[src/shared/serial_port_pkg.sv]
package serial_port_pkg;
  // Register addresses on the plain register port.
  localparam logic [7:0] SERIAL_CONTROL_ADDR = 8'h98;
  localparam logic [7:0] SERIAL_BUFFER_ADDR = 8'h99;
  localparam logic [7:0] BAUD_CONTROL_ADDR = 8'h9a;
  localparam logic [7:0] T2_RELOAD_LOW_ADDR = 8'h9b;
  localparam logic [7:0] T2_RELOAD_HIGH_ADDR = 8'h9c;
  localparam logic [7:0] T1_RELOAD_ADDR = 8'h9d;
  localparam logic [7:0] SERIAL_CONTROL_RESET = 8'h00;
  // Bit positions of baud control.
  localparam int BC_DOUBLER = 0;
  localparam int BC_T2_TX = 1;
  localparam int BC_T2_RX = 2;
  // Machine cycle of twelve core clocks and the mode 0 shift clock phases.
  localparam logic [3:0] MCYCLE_LAST = 4'hb;
  localparam logic [3:0] M0_RISE_AT = 4'h5;
  localparam logic [3:0] M0_PROBE_LOW = 4'h3;
  localparam logic [3:0] M0_PROBE_HIGH = 4'h9;
  localparam logic [3:0] M0_LAST_BIT = 4'h7;
  // Sixteen sample ticks make one bit time.
  localparam logic [3:0] OVS_LAST = 4'hf;
  localparam logic [3:0] OVS_MID = 4'h7;
  localparam logic [3:0] TX_LEFT_8 = 4'h9;
  localparam logic [3:0] TX_LEFT_9 = 4'ha;
  localparam logic [3:0] RX_BITS_8 = 4'h8;
  localparam logic [3:0] RX_BITS_9 = 4'h9;
  localparam logic [7:0] T1_TOP = 8'hff;
  localparam logic [15:0] T2_TOP = 16'hffff;
  typedef enum logic [1:0] {
    MODE_SHIFT = 2'b00,
    MODE_UART8 = 2'b01,
    MODE_UART9_FIX = 2'b10,
    MODE_UART9_VAR = 2'b11
  } mode_t;
  typedef enum logic [1:0] {
    RX_IDLE = 2'b00,
    RX_START = 2'b01,
    RX_DATA = 2'b11,
    RX_STOP = 2'b10
  } rx_state_t;
endpackage

[src/hw/four_mode_serial_port.sv]
// The implementer's own choices: the plain strobed port and the register offsets.
`timescale 1ns/1ps
// How it works
// mode_sel_hi and mode_sel_lo pick modes 0 to 3.
// Mode 0 moves data on the receive pin, clock on transmit pin, eight bits LSB first.
// Mode 0 shifts once every twelve core clocks.
// Any serial_buffer write starts a transmission in every mode.
// Mode 0 receives while receive_enable is 1 and rx_done_flag is 0.
// Mode 1 frame is start zero, eight data bits LSB first, stop one.
// Mode 1 sends a one as ninth bit; transmit_done_flag sets at stop bit.
// Async modes start receiving on a falling receive line when enabled.
// Mode 1 keeps a frame only if flag clear and filter passes stop bit.
// Mode 2 frame is start, eight data bits, ninth bit, stop: eleven bits.
// Mode 2 bit rate is core clock over 64, or 32 when doubled.
// Mode 2 sends tx_ninth_bit, starts on next baud tick, flags at stop.
// Mode 2 keeps data and ninth bit under the mode 1 acceptance terms.
// Mode 3 is mode 2 with timer driven bit rate.
// Timer 1 bit rate is two to baud_doubler over 32 times overflow rate.
// Timer 1 autoreload overflows every twelve clocks times 256 minus reload.
// Software keeps the timer 1 interrupt off while it sets bit rate.
// Timer 2 selects give each direction its own rate source.
// Sixteen sample ticks make one bit time.
// Timer 2 steps every two clocks and reloads from its 16-bit reload.
// Buffer writes load transmit side, reads return separate receive buffer.
// Receiver holds one byte while the next is shifted in.
// Software clears transmit_done_flag; hardware never does.
// Modes 2 and 3 with filter drop frames whose ninth bit is zero.
// Receiver samples sixteen times per bit and drops starts high at mid-bit.
module four_mode_serial_port #(
  parameter int ADDR_W = 8
) (
  input wire logic CLK_I,
  input wire logic RST_N_I,
  input wire logic CE_I,
  input wire logic [ADDR_W-1:0] ADDR_I,
  input wire logic [7:0] WDATA_I,
  input wire logic WR_I,
  input wire logic RD_I,
  output logic [7:0] RDATA_O,
  input wire logic RXD_I,
  output logic RXD_O,
  output logic RXD_OE_N_O,
  output logic TXD_O
);
  import serial_port_pkg::*;

  if (ADDR_W < 8) begin : g_addr_check
    $error("ADDR_W must hold the 8-bit register addresses");
  end

  typedef struct packed {
    logic mode_sel_hi;
    logic mode_sel_lo;
    logic multiproc_filter;
    logic receive_enable;
    logic tx_ninth_bit;
    logic rx_ninth_bit;
    logic transmit_done_flag;
    logic rx_done_flag;
    logic baud_doubler;
    logic t2_tx_baud_select;
    logic t2_rx_baud_select;
    logic [7:0] t1_reload;
    logic [15:0] t2_reload;
    logic [7:0] rx_buf;
    logic [7:0] rdata;
    logic rxd_meta;
    logic rxd_sync;
    logic rxd_prev;
    logic [3:0] pre12;
    logic [7:0] t1_cnt;
    logic t1_half;
    logic t2_pre;
    logic [15:0] t2_cnt;
    logic [1:0] m2_pre;
    logic tx_pending;
    logic tx_busy;
    logic [10:0] tx_shift;
    logic [3:0] tx_left;
    logic [3:0] tx_phase;
    logic txd;
    logic rxd_out;
    logic rxd_oe_n;
    logic m0_busy;
    logic m0_run;
    logic m0_rx;
    logic [3:0] m0_bits;
    logic [7:0] m0_shift;
    rx_state_t rx_state;
    logic [3:0] rx_phase;
    logic [3:0] rx_left;
    logic [8:0] rx_shift;
  } state_t;

  localparam state_t S_RESET = '{
    txd: 1'b1, rxd_out: 1'b1, rxd_oe_n: 1'b1,
    rxd_meta: 1'b1, rxd_sync: 1'b1, rxd_prev: 1'b1,
    rx_state: RX_IDLE, default: '0};

  function automatic mode_t decode_mode(input logic hi, input logic lo);
    return mode_t'({hi, lo});
  endfunction

  function automatic logic hit(input logic [ADDR_W-1:0] a, input logic [7:0] r);
    return a == ADDR_W'(r);
  endfunction

  state_t s;
  state_t n;
  mode_t mode;
  logic wr_sc;
  logic wr_sb;
  logic t1_ovf;
  logic t1_tick;
  logic t2_ovf;
  logic m2_tick;
  logic tx_tick;
  logic rx_tick;
  logic rx_frame_end;
  logic rx_ninth_now;
  logic [7:0] rx_data_now;

  assign mode = decode_mode(s.mode_sel_hi, s.mode_sel_lo);
  assign wr_sc = WR_I && hit(ADDR_I, SERIAL_CONTROL_ADDR);
  assign wr_sb = WR_I && hit(ADDR_I, SERIAL_BUFFER_ADDR);

  // Timer 1 runs as an 8-bit autoreload timer stepped once per machine cycle.
  assign t1_ovf = (s.pre12 == MCYCLE_LAST) && (s.t1_cnt == T1_TOP);
  // Without doubling every second overflow counts, giving the divide by 32.
  assign t1_tick = t1_ovf && (s.baud_doubler || s.t1_half);
  assign t2_ovf = s.t2_pre && (s.t2_cnt == T2_TOP);
  assign m2_tick = s.baud_doubler ? s.m2_pre[0] : (&s.m2_pre);
  // Each direction picks its own source; sixteen ticks form one bit.
  assign tx_tick = (mode == MODE_UART9_FIX) ? m2_tick :
                   (s.t2_tx_baud_select ? t2_ovf : t1_tick);
  assign rx_tick = (mode == MODE_UART9_FIX) ? m2_tick :
                   (s.t2_rx_baud_select ? t2_ovf : t1_tick);
  assign rx_frame_end = (s.rx_state == RX_STOP) && rx_tick && (s.rx_phase == OVS_LAST);
  // Mode 1 keeps the stop bit as ninth bit; the 9-bit modes keep bit nine.
  assign rx_ninth_now = (mode == MODE_UART8) ? s.rxd_sync : s.rx_shift[8];
  assign rx_data_now = (mode == MODE_UART8) ? s.rx_shift[8:1] : s.rx_shift[7:0];

  always_comb begin
    n = s;
    n.rxd_meta = RXD_I;
    n.rxd_sync = s.rxd_meta;
    n.rxd_prev = s.rxd_sync;

    n.rdata = '0;
    if (RD_I) begin
      if (hit(ADDR_I, SERIAL_CONTROL_ADDR)) begin
        n.rdata = {s.mode_sel_hi, s.mode_sel_lo, s.multiproc_filter, s.receive_enable,
                   s.tx_ninth_bit, s.rx_ninth_bit, s.transmit_done_flag, s.rx_done_flag};
      end else if (hit(ADDR_I, SERIAL_BUFFER_ADDR)) begin
        n.rdata = s.rx_buf;
      end else if (hit(ADDR_I, BAUD_CONTROL_ADDR)) begin
        n.rdata = {5'h00, s.t2_rx_baud_select, s.t2_tx_baud_select, s.baud_doubler};
      end else if (hit(ADDR_I, T2_RELOAD_LOW_ADDR)) begin
        n.rdata = s.t2_reload[7:0];
      end else if (hit(ADDR_I, T2_RELOAD_HIGH_ADDR)) begin
        n.rdata = s.t2_reload[15:8];
      end else if (hit(ADDR_I, T1_RELOAD_ADDR)) begin
        n.rdata = s.t1_reload;
      end
    end

    if (wr_sc) begin
      {n.mode_sel_hi, n.mode_sel_lo, n.multiproc_filter, n.receive_enable,
       n.tx_ninth_bit, n.rx_ninth_bit, n.transmit_done_flag, n.rx_done_flag} = WDATA_I;
    end
    if (WR_I && hit(ADDR_I, BAUD_CONTROL_ADDR)) begin
      n.baud_doubler = WDATA_I[BC_DOUBLER];
      n.t2_tx_baud_select = WDATA_I[BC_T2_TX];
      n.t2_rx_baud_select = WDATA_I[BC_T2_RX];
    end
    if (WR_I && hit(ADDR_I, T2_RELOAD_LOW_ADDR)) begin
      n.t2_reload[7:0] = WDATA_I;
    end
    if (WR_I && hit(ADDR_I, T2_RELOAD_HIGH_ADDR)) begin
      n.t2_reload[15:8] = WDATA_I;
    end
    if (WR_I && hit(ADDR_I, T1_RELOAD_ADDR)) begin
      n.t1_reload = WDATA_I;
    end

    n.pre12 = (s.pre12 == MCYCLE_LAST) ? '0 : s.pre12 + 4'h1;
    n.m2_pre = s.m2_pre + 2'h1;
    if (s.pre12 == MCYCLE_LAST) begin
      n.t1_cnt = t1_ovf ? s.t1_reload : s.t1_cnt + 8'h01;
    end
    if (t1_ovf) begin
      n.t1_half = !s.t1_half;
    end
    // Timer 2 only counts while some direction has it as rate source.
    if (s.t2_tx_baud_select || s.t2_rx_baud_select) begin
      n.t2_pre = !s.t2_pre;
      if (s.t2_pre) begin
        n.t2_cnt = t2_ovf ? s.t2_reload : s.t2_cnt + 16'h0001;
      end
    end else begin
      // The count itself cannot be written, so an idle timer 2 follows its reload value.
      // Otherwise the first bit after a select could wait a whole 16-bit pass.
      n.t2_pre = 1'b0;
      n.t2_cnt = s.t2_reload;
    end

    // Shift register mode: clock low for six core clocks, high for six.
    if (s.m0_busy) begin
      if (!s.m0_run) begin
        if (s.pre12 == MCYCLE_LAST) begin
          n.m0_run = 1'b1;
          n.txd = 1'b0;
          n.rxd_out = s.m0_shift[0];
        end
      end else if (s.pre12 == MCYCLE_LAST) begin
        n.txd = 1'b0;
        n.rxd_out = s.m0_shift[0];
      end else if (s.pre12 == M0_RISE_AT) begin
        n.txd = 1'b1;
        n.m0_bits = s.m0_bits + 4'h1;
        n.m0_shift = s.m0_rx ? {s.rxd_sync, s.m0_shift[7:1]} : {1'b1, s.m0_shift[7:1]};
        if (s.m0_bits == M0_LAST_BIT) begin
          n.m0_busy = 1'b0;
          n.m0_run = 1'b0;
          if (s.m0_rx) begin
            n.rx_buf = {s.rxd_sync, s.m0_shift[7:1]};
            n.rx_done_flag = 1'b1;
          end else begin
            n.transmit_done_flag = 1'b1;
          end
        end
      end
    end else if (mode == MODE_SHIFT && s.receive_enable && !s.rx_done_flag) begin
      n.m0_busy = 1'b1;
      n.m0_rx = 1'b1;
      n.m0_bits = '0;
    end

    // A buffer write restarts the transmitter whatever it was doing.
    if (wr_sb) begin
      if (mode == MODE_SHIFT) begin
        n.m0_busy = 1'b1;
        n.m0_run = 1'b0;
        n.m0_rx = 1'b0;
        n.m0_bits = '0;
        n.m0_shift = WDATA_I;
        n.txd = 1'b1;
      end else begin
        n.tx_pending = 1'b1;
        n.tx_busy = 1'b0;
        n.txd = 1'b1;
        if (mode == MODE_UART8) begin
          n.tx_shift = {2'b11, WDATA_I, 1'b0};
          n.tx_left = TX_LEFT_8;
        end else begin
          n.tx_shift = {1'b1, s.tx_ninth_bit, WDATA_I, 1'b0};
          n.tx_left = TX_LEFT_9;
        end
      end
    end else if (s.tx_pending && tx_tick) begin
      n.tx_pending = 1'b0;
      n.tx_busy = 1'b1;
      n.tx_phase = '0;
      n.txd = s.tx_shift[0];
    end else if (s.tx_busy && tx_tick) begin
      n.tx_phase = s.tx_phase + 4'h1;
      if (s.tx_phase == OVS_LAST) begin
        if (s.tx_left == '0) begin
          n.tx_busy = 1'b0;
        end else begin
          n.tx_shift = {1'b1, s.tx_shift[10:1]};
          n.txd = s.tx_shift[1];
          n.tx_left = s.tx_left - 4'h1;
          if (s.tx_left == 4'h1) begin
            n.transmit_done_flag = 1'b1;
          end
        end
      end
    end

    unique case (s.rx_state)
      RX_IDLE: begin
        if (mode != MODE_SHIFT && s.receive_enable && s.rxd_prev && !s.rxd_sync) begin
          n.rx_state = RX_START;
          n.rx_phase = '0;
        end
      end
      RX_START: begin
        if (rx_tick) begin
          n.rx_phase = s.rx_phase + 4'h1;
          if (s.rx_phase == OVS_MID) begin
            n.rx_phase = '0;
            // A glitch that is gone by mid-bit is not a start bit.
            n.rx_state = s.rxd_sync ? RX_IDLE : RX_DATA;
            n.rx_left = (mode == MODE_UART8) ? RX_BITS_8 : RX_BITS_9;
          end
        end
      end
      RX_DATA: begin
        if (rx_tick) begin
          n.rx_phase = s.rx_phase + 4'h1;
          if (s.rx_phase == OVS_LAST) begin
            n.rx_shift = {s.rxd_sync, s.rx_shift[8:1]};
            n.rx_left = s.rx_left - 4'h1;
            if (s.rx_left == 4'h1) begin
              n.rx_state = RX_STOP;
            end
          end
        end
      end
      RX_STOP: begin
        if (rx_tick) begin
          n.rx_phase = s.rx_phase + 4'h1;
          if (rx_frame_end) begin
            n.rx_state = RX_IDLE;
            // The shifter is the second buffer; rx_buf changes only here and at the end of a mode 0 receive.
            if (!s.rx_done_flag && (!s.multiproc_filter || rx_ninth_now)) begin
              n.rx_buf = rx_data_now;
              n.rx_ninth_bit = rx_ninth_now;
              n.rx_done_flag = 1'b1;
            end
          end
        end
      end
    endcase

    n.rxd_oe_n = !(n.m0_run && !n.m0_rx);
  end

  always_ff @(posedge CLK_I) begin
    if (!RST_N_I) begin
      s <= S_RESET;
    end else if (CE_I) begin
      s <= n;
    end
  end

  assign RDATA_O = s.rdata;
  assign TXD_O = s.txd;
  assign RXD_O = s.rxd_out;
  assign RXD_OE_N_O = s.rxd_oe_n;
endmodule // four_mode_serial_port

[config.mk]
export PLATFORM = sky130hd
export DESIGN_NAME = four_mode_serial_port
export DESIGN_NICKNAME = d
export VERILOG_FILES = /design/src/shared/serial_port_pkg.sv /design/src/hw/four_mode_serial_port.sv
export SDC_FILE = /design/constraint.sdc
export NUM_CORES = 1
export LEC_CHECK = 0
export ABC_AREA = 1
export BUFFER_PORTS_ARGS = -buffer_cell sky130_fd_sc_hd__buf_4
export CAP_MARGIN = 20
export CORE_ASPECT_RATIO = 1.1
export CORE_MARGIN = 1
export CORE_UTILIZATION = 62
export DETAILED_ROUTE_END_ITERATION = 8
export PLACE_DENSITY_LB_ADDON = 0.08
export SYNTH_ARGS = -nofsm -noshare
export SYNTH_HDL_FRONTEND = slang
export SYNTH_SLANG_ARGS = --single-unit
[constraint.sdc]
create_clock -name CLK_I -period 2.1 [get_ports CLK_I]
set_input_delay 0.105 -clock CLK_I [delete_from_list [all_inputs] [get_ports CLK_I]]
set_output_delay 0.105 -clock CLK_I [all_outputs]
set_load 0.01 [all_outputs]
==> results of run 1 <==
-- cells by family (layout without fill, tap and decap cells) --
logic type / count (synthesis) / count (layout) / share of synthesized area
AND/OR/NAND/NOR: 511 / 516 / 0.2863
flip-flops: 144 / 144 / 0.3653
buffers and inverters: 198 / 256 / 0.1042
XOR/XNOR: 20 / 20 / 0.02220
adder cells (fa/ha/maj): 13 / 13 / 0.02061
AO/OA/AOI/OAI: 283 / 283 / 0.2014
-- per-stage QoR --
stage	setup WS (ps)	hold WS, ps	total power [mW]	std cells	util
floorplan	240.2	231.3	3.016	1169	-
global placement	78.06	339.3	3.134	1337	0.6798
detailed placement	-1.786	345.2	3.137	1337	0.6798
CTS	14.10	2.492	6.210	1373	0.7335
global route	-94.25	5.359	6.380	1386	0.7505
finish	49.45	20.02	6.207	1386	0.7505
-- layout make-up --
cell class | count | area [sq um]
timing repair buffer | 75 | 601.8
inverter | 149 | 566.8
tap | 154 | 192.7
sequential | 144 | 2885
clock inverter | 11 | 136.4
clock buffer | 21 | 470.5
fill | 996 | 3055
multi-input combinational | 832 | 4335
-- power by group through the flow --
stage | sequential [mW] | combinational, mW | clock, mW
4_1_cts | 2.77 | 0.313 | 3.12
3_5_place_dp | 2.83 | 0.305 | 0
3_3_place_gp | 2.83 | 0.302 | 0
2_1_floorplan | 2.83 | 0.188 | 0
5_1_grt | 2.78 | 0.358 | 3.25
6_report | 2.77 | 0.328 | 3.11
-- worst max-delay path, cell delays in order, from the launching register on --
cell and delay, ps:
dfxtp_2 350, ha_2 180, nand2_2 70, nor2_4 120, nand2_4 80, nor2_4 160
nand3_2 130, nand3_4 160, nand4_1 150, nand2_1 160, inv_4 100, nand2_4 110
nand2_1 60, nand2_1 60, nor2_1 40
-- sequential cells by signal, summed over array words and instances (netlist names) --
signal / flops
RDATA_O: 8
RXD_O: 1
RXD_OE_N_O: 1
TXD_O: 1
mode: 2
n: 2
s: 129
-- layout by cell type (no fill, tap or decap), types with 4 or more instances in the layout --
cell type	n
o22ai_1	6
clkinv_2	6
a31oi_1	4
dfxtp_1	142
o21ai_1	8
nor2_4	8
clkbuf_16	17
a21oi_1	94
inv_2	4
ha_1	12
nand4_1	10
o211ai_1	17
xnor2_1	5
nand2_1	283
a32o_1	4
o311ai_0	8
buf_4	68
nand2_4	6
nand3_1	56
o21ai_0	125
dlygate4sd3_1	4
nand3_4	4
nor3_1	10
nand3_2	8
o221ai_1	6
inv_1	142
xor2_1	15
nor2_2	7
nor2_1	109
-- what timing repair did --
action,CTS,global route
gates resized for setup,2,26
setup buffers,0,8
setup endpoints to repair,13,57
hold endpoints to repair,4,0
pin swaps,0,9
cloned,0,5
hold buffers,4,0
-- routing by layer --
layer,track usage,vias to the layer above,part of all wire
met2,0.5381,268,0.48
met4,0.1442,0,0.034
met1,0.4062,3613,0.42
met5,0,-,0
met3,0.06685,60,0.070
li1,-,3943,-
-- final timing paths --
path	from	to	slack, ps	cells after the start
max	s[61]	s[42]	50	14
min	WDATA_I[5]	s[122]	20	3
max reg2reg	s[61]	s[42]	50	14
min reg2reg	RDATA_O[6]	RDATA_O[6]	460	2
==> reports/metrics.csv, run 1 <==
metric,value,unit
start_util,0.6445,
clkLatencyLatePin,430,ps
yosysMostFrequentCell,nand2_1,
setup_viol,0,
arrival,2370,ps
area_growth,16.44,%
netlist_instances,1169,
final_layout_size_suffix_gt1_frac,0.1291,
syn_area,0.007891,sq mm
ant_nets,0,
cp-end-kind,flop,
internal_power,4.804,mW
fmax,487.7,MHz
maxSlewViolCount,0,
finalHoldViolCount,0,
via_count,7884,
yosys.area.top_type,dfxtp_1,
cts_sinks,144,
grt_usage,0.3258,
finalNetCount,1254,
status,"complete, no violations",
cts_inserted_buffers,17,
dp_hpwl,14810,microns
p_sw_frac,0.2261,
required,2420,ps
wl_per_cell,15.40,microns
synth_top_area_share,0.3653,
critical_path_class,reg -> reg,
io_pins,33,
drt_first_pass_iters,5,
max_slew.worst_pin.slew,565.3,ps
ys_top_cells_by_count,"283 x nand2_1, 144 x dfxtp_1, 142 x inv_1",
numPortBuffers,32,
grt_setup_unrepaired,yes,
rows,42,
synthFlopType,dfxtp_1,
synth.top_cells.by_area,"dfxtp_1 37%, nand2_1 13%, o21ai_0 8.1%",
ys_types,50,
hold_class,in -> reg,
relSlewSlack,0.6217,
yosysSeqAreaShare,0.3653,
insertedDiodeCount,0,
synth_seq_cells,144,
crit_path_max_fanout,7,
drc,0,
clock_tree.buffer_depth,2,
start_kind,flop,
synth_edf_count,0,
clkTransAtPathRegs,60,ps
tns,0,ps
vdd_ir_drop_max,0.0005785,V
maxCapViolCount,0,
skew,7.928,ps
core-area,0.01224,sq mm
async_flop_share,0,
finalCriticalPeriod,2051,ps
leakage,3.824,nW
grt_pass1_wl,33040,microns
antenna_found_initial,0,
grt_overflow,0,
power_frac_seq,0.447,
clockPowerShare,0.500,
grt_max_degree,53,
power_density,675.5,mW/mm^2
synth.net_count,1204,
place_area,0.008324,sq mm
htreeDepth,4,
cts_tree,built,
finalCritPeriodShare,0.9765,
pwr-share-comb,0.053,
final_area,0.009189,sq mm
grt_pass1_vias,6963,
place_congestion,0.9830,
viasPerCell,5.688,
clockRootBuffer,clkbuf_16,
avgSynthCellArea,6.750,sq um
die_h,120.3,microns
p_switching,1.403,mW
routed_wirelength,21340,microns
die_w,109.6,microns
die_area,0.01318,sq mm
yosys_warnings,0,
drt_iter0_drc,669,
No activity file was read; power rests on OpenSTA's default activity.
==> run 2, diff against run 1 <==
--- a/config.mk
+++ b/config.mk
@@ -5,7 +5,7 @@
 export SDC_FILE = /design/constraint.sdc
 export NUM_CORES = 1
 export LEC_CHECK = 0
-export ABC_AREA = 1
+export ABC_AREA = 0
 export BUFFER_PORTS_ARGS = -buffer_cell sky130_fd_sc_hd__buf_4
 export CAP_MARGIN = 20
 export CORE_ASPECT_RATIO = 1.1
==> run 2 against run 1 <==
  * Critical path depth decreased by 2
  * Highest routed layer unchanged
  * Non-clock buffer count increased by 62
  * Worst setup slack got worse by 230 ps
  * Clock skew increased by 2.0 ps
  * Sequential cell count unchanged
  * Total power decreased by 2.5%
  * Sequential share of layout area decreased by 1.6 points
  * Clock-buffer cell count unchanged
  * Combinational power decreased by 2%
  * Utilization increased by 5.6 points
  * Worst hold slack improved by 4.2 ps
  * The run now ends with setup timing left
==> reports/metrics.csv, run 2 <==
metric,value,unit,change
viasPerCell,6.510,,was 5.688
cpPeakStageDelay,340,ps,was 350 ps
numPortBuffers,32,,unchanged
die_w,108.0,microns,was 109.6 microns
largest_reg_flops,129,,unchanged
syn_area,0.007669,sq mm,was 0.007891 sq mm
critPathBufInv,5,,was 1
clockRootBuffer,clkbuf_16,,unchanged
maxCapViolCount,0,,unchanged
async_flop_share,0,,unchanged
r2r-start,s[78],,was s[61]
final_layout_size_suffix_gt1_frac,0.2357,,was 0.1291
via_count,7740,,was 7884
violations,setup timing,,
cp_cell_sequence,ha_4 > and4_4 > nor3b_4 > buf_6 > a221oi_4 > buf_6 > buf_6 > nor3_4 > buf_12 > buf_8 > a221oi_2 > nor2_1,,was ha_2 > nand2_2 > nor2_4 > nand2_4 > nor2_4 > nand3_2 > nand3_4 > nand4_1 > nand2_1 > inv_4 > nand2_4 > nand2_1 > nand2_1 > nor2_1
finalCriticalPeriod,2281,ps,was 2051 ps
grt_setup_unrepaired,yes,,unchanged
required,2410,ps,was 2420 ps
vdd_ir_drop_max,0.0004558,V,was 0.0005785 V
io_pins,33,,unchanged
final-seq-area,0.002897,sq mm,was 0.002885 sq mm
finalHoldViolCount,0,,unchanged
hold_class,in -> reg,,unchanged
netlist_instances,931,,was 1169
insertedDiodeCount,0,,unchanged
ys_top_cells_by_count,"144 x dfxtp_1, 103 x nor2_1, 87 x nand2_1",,"was 283 x nand2_1, 144 x dfxtp_1, 142 x inv_1"
preCtsSetupSlack,-307.5,ps,was -1.786 ps
grt_pass1_vias,7519,,was 6963
clock_tree.buffer_depth,2,,unchanged
path_delay_family,buffers and inverters,,was simple AND/OR/NAND/NOR gates
rows,42,,unchanged
placed_cells,1136,,was 1337
critical_path_class,reg -> reg,,unchanged
yosysMostFrequentCell,dfxtp_1,,was nand2_1
drc,0,,unchanged
min-delay-start,WDATA_I[4],,was WDATA_I[5]
cts_tree,built,,unchanged
finalCritPeriodShare,1.086,,was 0.9765
rr_worst_depth,12,,was 14
start_kind,flop,,unchanged
multi_input_area,0.004766,sq mm,was 0.004335 sq mm
max_slew.worst_pin.slew,608.6,ps,was 565.3 ps
final_common_cell,dfxtp_1,,was nand2_1
skew,9.972,ps,was 7.928 ps
min_path_cells,3,,unchanged
maxSlewViolCount,0,,unchanged
ys_types,75,,was 50
r2r_slack,-180,ps,was 50 ps
grt_usage,0.3654,,was 0.3258
crit_path_max_fanout,7,,unchanged
layout_common_cells,"135 x dfxtp_1, 114 x buf_4, 103 x nor2_1, 86 x nand2_1, 72 x mux2i_1",,"was 283 x nand2_1, 142 x dfxtp_1, 142 x inv_1, 125 x o21ai_0, 109 x nor2_1"
crit_slowest_cell,dfxtp_2,,unchanged
yosys.area.top_type,dfxtp_1,,unchanged
critPathMostFrequentCell,buf_6,,was nand2_1
grt_max_degree,46,,was 53
dp_hpwl,15690,microns,was 14810 microns
core-area,0.01203,sq mm,was 0.01224 sq mm
drt_iter0_drc,861,,was 669
synth_seq_cells,144,,unchanged
routed_wirelength,23380,microns,was 21340 microns
htreeDepth,4,,unchanged
setup_viol,45,,was 0
arrival,2590,ps,was 2370 ps
yosys_warnings,0,,unchanged
leakage,3.730,nW,was 3.824 nW
clkLatencyLatePin,430,ps,about the same
relSlewSlack,0.5928,,was 0.6217
clkTransAtPathRegs,60,ps,about the same
fmax,438.5,MHz,was 487.7 MHz
yosysSeqAreaShare,0.3759,,was 0.3653
die_area,0.01282,sq mm,was 0.01318 sq mm
wl_per_cell,19.66,microns,was 15.40 microns
synth.top_cells.by_area,"dfxtp_1 38%, mux2i_1 9.4%, nor2_1 5.0%",,"was dfxtp_1 37%, nand2_1 13%, o21ai_0 8.1%"
drt_first_pass_iters,5,,unchanged
antenna_found_initial,0,,unchanged
synth.net_count,966,,was 1204
die_h,118.6,microns,was 120.3 microns
status,"complete, but fails checks",,"was complete, no violations"
fin_ws,-180.5,ps,was 49.45 ps
place_congestion,0.9435,,was 0.9830
min_to,s[50],,was s[122]
cts_inserted_buffers,17,,unchanged
grt_pass1_wl,36440,microns,was 33040 microns
reg2reg_to,s[51],,was s[42]
finalNetCount,1057,,was 1254
start_util,0.6372,,was 0.6445
cp-end-kind,flop,,unchanged
ant_nets,0,,unchanged
cts_sinks,144,,unchanged
final_cells,1189,,was 1386
synthFlopType,dfxtp_1,,unchanged
grt_overflow,0,,unchanged
area_growth,26.59,%,was 16.44%
power_density,623.3,mW/mm^2,was 675.5 mW/mm^2
synth_top_area_share,0.3759,,was 0.3653
avgSynthCellArea,8.237,sq um,was 6.750 sq um
final_core_util,0.8067,,was 0.7505
crit_start,s[78],,was s[61]
regMostFlops,s,,unchanged
nFillCells,789,,was 996
synth_edf_count,0,,unchanged
run 2: power by group:
part | total, mW | leakage [nW] | internal (mW) | switching (mW)
sequential | 2.76 | 1.17 | 2.75 | 0.0144
clock | 2.97 | 0.286 | 1.76 | 1.21
combinational | 0.322 | 2.28 | 0.114 | 0.208
total | 6.05 | 3.73 | 4.62 | 1.43
run 2: cell families after synthesis:
| family | synth area share |
|---|---|
| adders and majority gates | 0.02121 |
| AOI/OAI and AO/OA | 0.2036 |
| and+or+nand+nor | 0.2480 |
| DFF | 0.3759 |
| muxes | 0.09692 |
| buffers and inverters | 0.04862 |
| xor gates and xnor gates | 0.005712 |
run 2: area by class of cell:
type / count / area share
repair buffers: 137 / 0.1222
well taps: 154 / 0.01985
clock buffers: 21 / 0.04949
flip-flops and latches: 144 / 0.2984
multi-input cells: 700 / 0.4909
inverters: 22 / 0.008506
clock inverters: 11 / 0.01070
run 2: tightest hold or removal path, stage by stage:
cell	delay [ps]
buf_4	150
a221oi_2	80
nor2_1	70
run 2: worst max path at each step:
| stage | to | cells past startpoint |
|---|---|---|
| CTS | s[107] | 11 |
| detailed placement | s[13] | 9 |
| floorplan | s[52] | 8 |
| global route | s[49] | 12 |
| finish | s[51] | 12 |
| global placement | s[13] | 9 |
run 2: timing repair:
action | 4_1_cts | 5_1_grt
buffers inserted | 12 | 6
endpoints found under the setup margin | 50 | 63
endpoints found under the hold margin | 2 | 0
cloned | 2 | 0
hold buffers | 2 | 0
pin swaps | 30 | 24
resized for setup | 53 | 30
run 2: stage by stage:
step | TNS [ps] | power [mW] | instance area, sq um | hold slack (ps)
after floorplan | -206.3 | 2.976 | 7789 | 233.4
after global placement | -1969 | 3.111 | 8656 | 321.4
after detailed placement | -4545 | 3.124 | 8656 | 355.1
after CTS | -2719 | 6.051 | 9517 | 9.344
after global routing | -7595 | 6.198 | 9708 | 27.66
final | -4125 | 6.051 | 9708 | 24.24
run 2: layer usage:
| layer | up-vias | track usage | share of wire |
|---|---|---|---|
| li1 | 3567 | - | - |
| met1 | 3725 | 0.4323 | 0.39 |
| met2 | 365 | 0.6027 | 0.50 |
| met3 | 83 | 0.08329 | 0.074 |
| met4 | 0 | 0.2029 | 0.038 |
| met5 | - | 0 | 0 |
